==> config.mk <==
export PLATFORM = sky130hd
export DESIGN_NAME = ssp_serial_port
export DESIGN_NICKNAME = d
export VERILOG_FILES = /design/src/hdl/ssp_serial_port.v /design/src/hdl/ssp_sync.v
export VERILOG_INCLUDE_DIRS = /design/src /design/src/hdl
export SDC_FILE = /design/constraint.sdc
export NUM_CORES = 1
export LEC_CHECK = 0
export BUFFER_PORTS_ARGS = -buffer_cell sky130_fd_sc_hd__buf_4
export CELL_PAD_IN_SITES_DETAIL_PLACEMENT = 1
export CELL_PAD_IN_SITES_GLOBAL_PLACEMENT = 1
export CORE_AREA = 2 2 108 110
export DETAILED_ROUTE_END_ITERATION = 6
export DIE_AREA = 0 0 110 112
export PLACE_DENSITY_LB_ADDON = 0.15
export SLEW_MARGIN = 20
export SYNTH_ARGS = -nofsm -noshare
export SYNTH_HDL_FRONTEND = slang
export SYNTH_SLANG_ARGS = --single-unit
==> constraint.sdc <==
create_clock -name core_clk -period 2.69 [get_ports core_clk]
set_input_delay 0.538 -clock core_clk [delete_from_list [all_inputs] [get_ports core_clk]]
set_output_delay 0.538 -clock core_clk [all_outputs]
set_load 0.005 [all_outputs]
==> src/hdl/ssp_defines.vh <==
`ifndef SSP_DEFINES_VH
`define SSP_DEFINES_VH
// Core clock 20 MHz, period in ns
`define SSP_CLK_NS 50
// Serial clock watchdog, about two seconds
`define SSP_SCL_WD_MS 2000
`define SSP_SCL_WD_CYC (`SSP_SCL_WD_MS * 1000000 / `SSP_CLK_NS)
// Internal oscillator absence limit
`define SSP_OSC_WD_MS 20
`define SSP_OSC_WD_CYC (`SSP_OSC_WD_MS * 1000000 / `SSP_CLK_NS)
// Address byte fields
`define SSP_ADDR_HI 5
`define SSP_ADDR_LO 1
`define SSP_RW_BIT 0
// Select byte fields
`define SSP_REG_HI 6
`define SSP_REG_LO 3
`define SSP_PORT_HI 1
`define SSP_PORT_LO 0
// Register codes
`define SSP_REG_COMMON_RD 4'h0
`define SSP_REG_COMMON_CTL 4'h1
`define SSP_REG_COMMON_TEST 4'hf
// Software reset bit of the common control register
`define SSP_SWRST_BIT 7
`define SSP_SEL_RESET 8'h00
`define SSP_NPORTS 4
`endif

==> src/hdl/ssp_serial_port.v <==
`timescale 1ns/1ns
`default_nettype none
`include "ssp_defines.vh"
module ssp_serial_port
#(
	parameter SCL_WD_CYC = `SSP_SCL_WD_CYC,
	parameter OSC_WD_CYC = `SSP_OSC_WD_CYC
)
(
	input wire core_clk,
	input wire reset_n,
	input wire power_on_reset_pin_n,
	input wire supplies_ok,
	input wire scl_in,
	input wire sda_in,
	output reg sda_out,
	input wire [4:0] address_strap_pins,
	input wire watchdog_disable_pin,
	input wire host_managed_mode,
	input wire autonomous_mode,
	input wire osc_tick,
	input wire [7:0] read_data,
	output reg [3:0] reg_code,
	output reg [1:0] port_num,
	output reg read_strobe,
	output reg [7:0] write_data,
	output reg write_strobe,
	output reg [3:0] port_write_mask,
	output reg ports_disabled,
	output reg interrupt_out_n
);
	localparam ST_IDLE = 3'h0;
	localparam ST_ADDR = 3'h1;
	localparam ST_SEL = 3'h2;
	localparam ST_WDATA = 3'h3;
	localparam ST_RDATA = 3'h4;
	localparam ST_IGNORE = 3'h5;

	wire [2:0] sync_w;
	wire scl_s;
	wire sda_s;
	wire por_s_n;
	wire rst_n;
	reg scl_prev_q;
	reg sda_prev_q;
	reg [2:0] state_q;
	reg [3:0] bit_cnt_q;
	reg [7:0] shift_q;
	reg ack_phase_q;
	reg [7:0] tx_q;
	reg tx_phase_q;
	reg [25:0] scl_wd_q;
	reg [18:0] osc_wd_q;
	reg scl_trip_q;
	reg osc_trip_q;
	wire scl_rise;
	wire scl_fall;
	wire start_det;
	wire stop_det;
	wire addr_match;
	wire sw_reset;
	wire wd_off;
	wire [2:0] mode_w;
	wire host_s;
	wire auto_s;

	ssp_sync u_sync
	(
		.clk(core_clk),
		.reset_n(reset_n),
		.async_in({power_on_reset_pin_n, sda_in, scl_in}),
		.sync_out(sync_w)
	);
	assign scl_s = sync_w[0];
	assign sda_s = sync_w[1];
	assign por_s_n = sync_w[2];

	// Mode pins may be moved by a host at any time, so they are synchronised too
	ssp_sync u_mode_sync
	(
		.clk(core_clk),
		.reset_n(reset_n),
		.async_in({watchdog_disable_pin, host_managed_mode, autonomous_mode}),
		.sync_out(mode_w)
	);
	assign host_s = mode_w[1];
	assign auto_s = mode_w[0];

	// Held in reset until the power-on pin and supplies agree
	wire hold_rst;
	reg supplies_q;
	reg supplies_s_q;
	always @(posedge core_clk or negedge reset_n)
	begin
		if (!reset_n)
		begin
			supplies_q <= 1'b0;
			supplies_s_q <= 1'b0;
		end
		else
		begin
			supplies_q <= supplies_ok;
			supplies_s_q <= supplies_q;
		end
	end
	assign hold_rst = !por_s_n || !supplies_s_q;
	assign rst_n = reset_n;

	assign scl_rise = scl_s && !scl_prev_q;
	assign scl_fall = !scl_s && scl_prev_q;
	assign start_det = scl_s && scl_prev_q && sda_prev_q && !sda_s;
	assign stop_det = scl_s && scl_prev_q && !sda_prev_q && sda_s;
	assign addr_match = shift_q[`SSP_ADDR_HI:`SSP_ADDR_LO] == address_strap_pins;
	assign sw_reset = write_strobe && reg_code == `SSP_REG_COMMON_CTL
		&& write_data[`SSP_SWRST_BIT];
	assign wd_off = mode_w[2];

	always @(posedge core_clk or negedge rst_n)
	begin
		if (!rst_n)
		begin
			scl_prev_q <= 1'b1;
			sda_prev_q <= 1'b1;
		end
		else
		begin
			scl_prev_q <= scl_s;
			sda_prev_q <= sda_s;
		end
	end

	// Serial protocol engine; only samples the clock, never drives it
	always @(posedge core_clk or negedge rst_n)
	begin
		if (!rst_n)
		begin
			state_q <= ST_IDLE;
			bit_cnt_q <= 4'h0;
			shift_q <= 8'h00;
			ack_phase_q <= 1'b0;
			tx_q <= 8'h00;
			tx_phase_q <= 1'b0;
			sda_out <= 1'b1;
			reg_code <= 4'h0;
			port_num <= 2'h0;
			read_strobe <= 1'b0;
			write_data <= 8'h00;
			write_strobe <= 1'b0;
			port_write_mask <= 4'h0;
		end
		else if (hold_rst)
		begin
			state_q <= ST_IDLE;
			bit_cnt_q <= 4'h0;
			ack_phase_q <= 1'b0;
			tx_phase_q <= 1'b0;
			sda_out <= 1'b1;
			reg_code <= 4'h0;
			port_num <= 2'h0;
			read_strobe <= 1'b0;
			write_strobe <= 1'b0;
			port_write_mask <= 4'h0;
		end
		else
		begin
			read_strobe <= 1'b0;
			write_strobe <= 1'b0;
			if (start_det)
			begin
				state_q <= ST_ADDR;
				bit_cnt_q <= 4'h0;
				ack_phase_q <= 1'b0;
				tx_phase_q <= 1'b0;
				sda_out <= 1'b1;
			end
			else if (stop_det)
			begin
				state_q <= ST_IDLE;
				ack_phase_q <= 1'b0;
				tx_phase_q <= 1'b0;
				sda_out <= 1'b1;
			end
			else if (scl_rise && !ack_phase_q && !tx_phase_q
				&& state_q != ST_IDLE && state_q != ST_IGNORE)
			begin
				shift_q <= {shift_q[6:0], sda_s};
				bit_cnt_q <= bit_cnt_q + 4'h1;
			end
			else if (scl_fall)
			begin
				if (ack_phase_q)
				begin
					// Ack held through the ninth high phase, then released here, or replaced by the first read data bit
					ack_phase_q <= 1'b0;
					sda_out <= 1'b1;
					if (state_q == ST_RDATA)
					begin
						tx_phase_q <= 1'b1;
						sda_out <= tx_q[7];
						tx_q <= {tx_q[6:0], 1'b0};
						bit_cnt_q <= 4'h1;
					end
				end
				else if (tx_phase_q)
				begin
					if (bit_cnt_q == 4'h8)
					begin
						// Master's not-acknowledge clock; output stays released
						tx_phase_q <= 1'b0;
						sda_out <= 1'b1;
						state_q <= ST_IGNORE;
					end
					else
					begin
						sda_out <= tx_q[7];
						tx_q <= {tx_q[6:0], 1'b0};
						bit_cnt_q <= bit_cnt_q + 4'h1;
					end
				end
				else if (bit_cnt_q == 4'h8)
				begin
					bit_cnt_q <= 4'h0;
					case (state_q)
					ST_ADDR:
					begin
						if (addr_match)
						begin
							ack_phase_q <= 1'b1;
							sda_out <= 1'b0;
							if (shift_q[`SSP_RW_BIT])
							begin
								state_q <= ST_RDATA;
								tx_q <= read_data;
								read_strobe <= 1'b1;
							end
							else
								state_q <= ST_SEL;
						end
						else
							state_q <= ST_IGNORE;
					end
					ST_SEL:
					begin
						reg_code <= shift_q[`SSP_REG_HI:`SSP_REG_LO];
						port_num <= shift_q[`SSP_PORT_HI:`SSP_PORT_LO];
						ack_phase_q <= 1'b1;
						sda_out <= 1'b0;
						state_q <= ST_WDATA;
					end
					ST_WDATA:
					begin
						write_data <= shift_q;
						write_strobe <= 1'b1;
						if (reg_code == `SSP_REG_COMMON_CTL || reg_code == `SSP_REG_COMMON_TEST)
							port_write_mask <= 4'hf;
						else
							port_write_mask <= 4'h1 << port_num;
						ack_phase_q <= 1'b1;
						sda_out <= 1'b0;
						state_q <= ST_IGNORE;
					end
					default:
						state_q <= ST_IGNORE;
					endcase
				end
			end
		end
	end

	// Watchdogs; serial clock one only in host-managed mode
	always @(posedge core_clk or negedge rst_n)
	begin
		if (!rst_n)
		begin
			scl_wd_q <= 26'h0;
			osc_wd_q <= 19'h0;
			scl_trip_q <= 1'b0;
			osc_trip_q <= 1'b0;
		end
		else if (hold_rst)
		begin
			scl_wd_q <= 26'h0;
			osc_wd_q <= 19'h0;
			scl_trip_q <= 1'b0;
			osc_trip_q <= 1'b0;
		end
		else
		begin
			if (scl_rise || scl_fall || sw_reset || !host_s || auto_s)
				scl_wd_q <= 26'h0;
			else if (scl_wd_q != SCL_WD_CYC[25:0])
				scl_wd_q <= scl_wd_q + 26'h1;
			// A trip in the same cycle as a software reset still sticks
			if (scl_wd_q == SCL_WD_CYC[25:0] && host_s && !wd_off)
				scl_trip_q <= 1'b1;
			else if (sw_reset)
				scl_trip_q <= 1'b0;
			if (osc_tick || sw_reset)
				osc_wd_q <= 19'h0;
			else if (osc_wd_q != OSC_WD_CYC[18:0])
				osc_wd_q <= osc_wd_q + 19'h1;
			// Clears once the oscillator returns
			osc_trip_q <= osc_wd_q == OSC_WD_CYC[18:0] && !wd_off;
		end
	end

	always @(posedge core_clk or negedge rst_n)
	begin
		if (!rst_n)
		begin
			ports_disabled <= 1'b1;
			interrupt_out_n <= 1'b1;
		end
		else
		begin
			// Disable pin masks a standing trip too, so no stray shutdown on mode change
			ports_disabled <= hold_rst
				|| ((scl_trip_q || osc_trip_q) && !wd_off);
			interrupt_out_n <= !(host_s && !auto_s && !wd_off
				&& (scl_trip_q || osc_trip_q));
		end
	end
endmodule // ssp_serial_port
`default_nettype wire

==> src/hdl/ssp_sync.v <==
`timescale 1ns/1ns
`default_nettype none
module ssp_sync
(
	input wire clk,
	input wire reset_n,
	input wire [2:0] async_in,
	output reg [2:0] sync_out
);
	reg [2:0] meta_q;
	// Idle-high reset value keeps a released bus from looking like an edge
	always @(posedge clk or negedge reset_n)
	begin
		if (!reset_n)
		begin
			meta_q <= 3'h7;
			sync_out <= 3'h7;
		end
		else
		begin
			meta_q <= async_in;
			sync_out <= meta_q;
		end
	end
endmodule // ssp_sync
`default_nettype wire

==> results.py <==
metrics = {
    "status": {
        "status": "completed",
    },
    "floorplan": {
        "core-area_mm2": 0.0112,
        "fp.dieH_um": 112,
        "start_util": 0.462,
        "ioPinCount": 46,
        "fp.dieW_um": 110,
        "dieArea_mm2": 0.0123,
        "rows": 39,
    },
    "logic_synthesis": {
        "synth_top_cells_by_area": "dfrtp_1 (46%), dfstp_2 (8.7%), nor2_1 (5.2%)",
        "synth_top_area_frac": 0.456,
        "synth_ff_type": "dfrtp_1",
        "synth_common_cells": "dfrtp_1 (94), nor2_1 (72), nand2_1 (31)",
        "synthCells": 488,
        "avgSynthCellArea_um2": 10.6,
        "synth.most_common_cell": "dfrtp_1",
        "synth_top_cell_by_area": "dfrtp_1",
        "syn_nets": 520,
        "ys.warnings.count": 0,
        "synth-async-reset-ratio": 1.00,
        "ys_ff_latch": 111,
        "ys_types": 50,
        "synth_edf_count": 0,
        "yosysSeqAreaShare": 0.542,
        "syn_area_mm2": 0.00516,
    },
    "power": {
        "leakage_uw": 0.00268,
        "vdd_drop_max_v": 0.000503,
        "p_per_area_mw_per_mm2": 515,
    },
    "placed_design": {
        "io_buffer_count": 45,
        "hpwl_mm": 8.58,
        "routabilityCongestion": 0.827,
        "place_area_mm2": 0.00572,
    },
    "critical_path": {
        "rrSetupSlack_ns": 0.22,
        "critPathCaptureType": "flip-flop",
        "r2r_cells": 6,
        "worstSetupPathType": "flip-flop to flip-flop",
        "arrival_ns": 2.71,
        "required_ns": 2.93,
        "r2r_end": "tx_q[4]$_DFFE_PN0P_",
        "worstSetupStartpointType": "flip-flop",
        "r2r-start": "state_q[2]$_DFFE_PN0P_",
        "cp_max_fo": 9,
    },
    "global_routing": {
        "grt_first_pass_wirelength_mm": 20.8,
        "grt-ovfl-total": 0,
        "grt_max_degree": 74,
        "first_global_vias": 4126,
        "grt_usage": 0.219,
        "antenna_found_initial": 0,
    },
    "timing": {
        "timing.fmax_ghz": 0.404,
        "max_slew_margin": 0.553,
        "finalCriticalPeriod_ns": 2.47,
        "period_share": 0.919,
        "finalClockSkew_ns": 0.00727,
        "worst_pin_slew_ns": 0.665,
        "tns_ns": 0,
        "rsz0062_at_grt": "no",
        "finalMaxSlewViolations": 0,
        "finalSetupViolCount": 0,
        "hold_viol_final": 0,
    },
    "clocking": {
        "ctsResizeCount": 0,
        "ctsHoldBuffers": 0,
        "cts_tree": "built",
        "cts.clk_slew.worst_paths_ns": 0.07,
        "cts.path.max_buffers": 2,
        "numCtsBuffers": 9,
        "cts_setup_buffers": 0,
        "cts-root-buf": "clkbuf_16",
        "cts.sinks": 111,
        "clk_latency_ns": 0.35,
        "cts_max_level": 3,
    },
    "drt": {
        "ant_nets": 0,
        "wl_mm": 12.4,
        "initialDrtViolationCount": 195,
        "drc": 0,
        "firstDrtPassIters": 4,
        "vias_per_cell": 5.60,
        "num_vias": 3869,
        "wl_per_cell_um": 17.9,
    },
    "job": {
        "maxCapViolations": 0,
    },
    "min_path": {
        "hp-class": "input port to asynchronous set/reset pin",
    },
    "final_layout": {
        "layout-drive-gt1-share": 0.164,
        "fin_nets": 575,
        "synthToLayoutAreaGrowth_pct": 16.1,
        "n_fill_cell": 1249,
        "num_antenna_cells": 0,
        "fin_area_mm2": 0.00599,
    },
}
## cells in the final DEF (no fill, tap or decap), types with 15 or more instances in the layout
cell type,count
mux2_1,16
buf_4,53
a21oi_1,19
dfrtp_1,94
xnor2_1,16
nand2_1,31
nand3_1,23
dfstp_2,17
nor2_1,72
xor2_1,27
inv_1,15
## worst max-delay path by stage
stage,start,end,slack [ns]
after floorplan,scl_wd_q[16]$_DFFE_PN0P_,scl_wd_q[1]$_DFFE_PN0P_,0.53
after global placement,bit_cnt_q[0]$_DFFE_PN0P_,write_data[3]$_DFFE_PN0P_,0.36
after detailed placement,bit_cnt_q[0]$_DFFE_PN0P_,bit_cnt_q[3]$_DFFE_PN0P_,0.26
after CTS,bit_cnt_q[0]$_DFFE_PN0P_,bit_cnt_q[3]$_DFFE_PN0P_,0.24
after global routing,bit_cnt_q[0]$_DFFE_PN0P_,bit_cnt_q[3]$_DFFE_PN0P_,0.03
final,state_q[2]$_DFFE_PN0P_,tx_q[4]$_DFFE_PN0P_,0.22
## registers in the layout (all words and copies together) (netlist names), 2 cells and up
name,flops
scl_wd_q,26
osc_wd_q,19
shift_q,8
tx_q,8
write_data,8
bit_cnt_q,4
port_write_mask,4
reg_code,4
state_q,3
u_mode_sync.meta_q,3
u_mode_sync.sync_out,3
u_sync.meta_q,3
u_sync.sync_out,3
port_num,2
## metal layers
layer / wire, um / share of wire / vias up / track usage
met3: 448 / 0.036 / 19 / 0.0392
met4: 229 / 0.018 / 0 / 0.0793
met2: 5990 / 0.48 / 63 / 0.349
met5: 0 / 0 / - / 0
li1: - / - / 1814 / -
met1: 5720 / 0.46 / 1973 / 0.297
## critical path, cell delays in order (launching register included)
cell and delay (ns):
dfrtp_1 0.45, xor2_1 0.20, o211ai_1 0.45, and4_1 0.48, nand4_1 0.40, o22ai_1 0.30
nor2_1 0.08
## layout make-up
class | count | area, um2 | area share
clock inverters | 1 | 5.00 | 0.000836
clock buffers | 15 | 268 | 0.0447
multi-input cells | 351 | 2260 | 0.377
inverters | 16 | 60.1 | 0.0100
flip-flops and latches | 111 | 2800 | 0.467
repair buffers | 54 | 418 | 0.0698
well taps | 143 | 179 | 0.0299
## per-stage QoR
stage          std cells   util  hold WS (ns)  setup WS, ns  power (uW)
3_3_place_gp         675  0.512         0.347         0.361        1850
6_report             691  0.536         0.155         0.217        3090
2_1_floorplan        488      -         0.242         0.532        1770
3_5_place_dp         675  0.512         0.348         0.262        1860
5_1_grt              691  0.536         0.181        0.0332        3210
4_1_cts              691  0.536         0.172         0.242        3120
## logic make-up after synthesis
logic type,synth area share
buffers and inverters,0.0194
adders and majority gates,0.0218
muxes,0.0563
and+or+nand+nor,0.211
AOI/OAI and AO/OA,0.0759
xor gates and xnor gates,0.0730
DFF,0.542
## where the power goes
group          internal, uW  leakage [uW]  switching [uW]  total, uW
Clock                   680      0.000134             583       1260
Sequential             1690       0.00149            14.7       1710
Combinational          44.1       0.00106            71.7        116
Total                  2420       0.00268             669       3090
(Power assumes the default switching activity.)
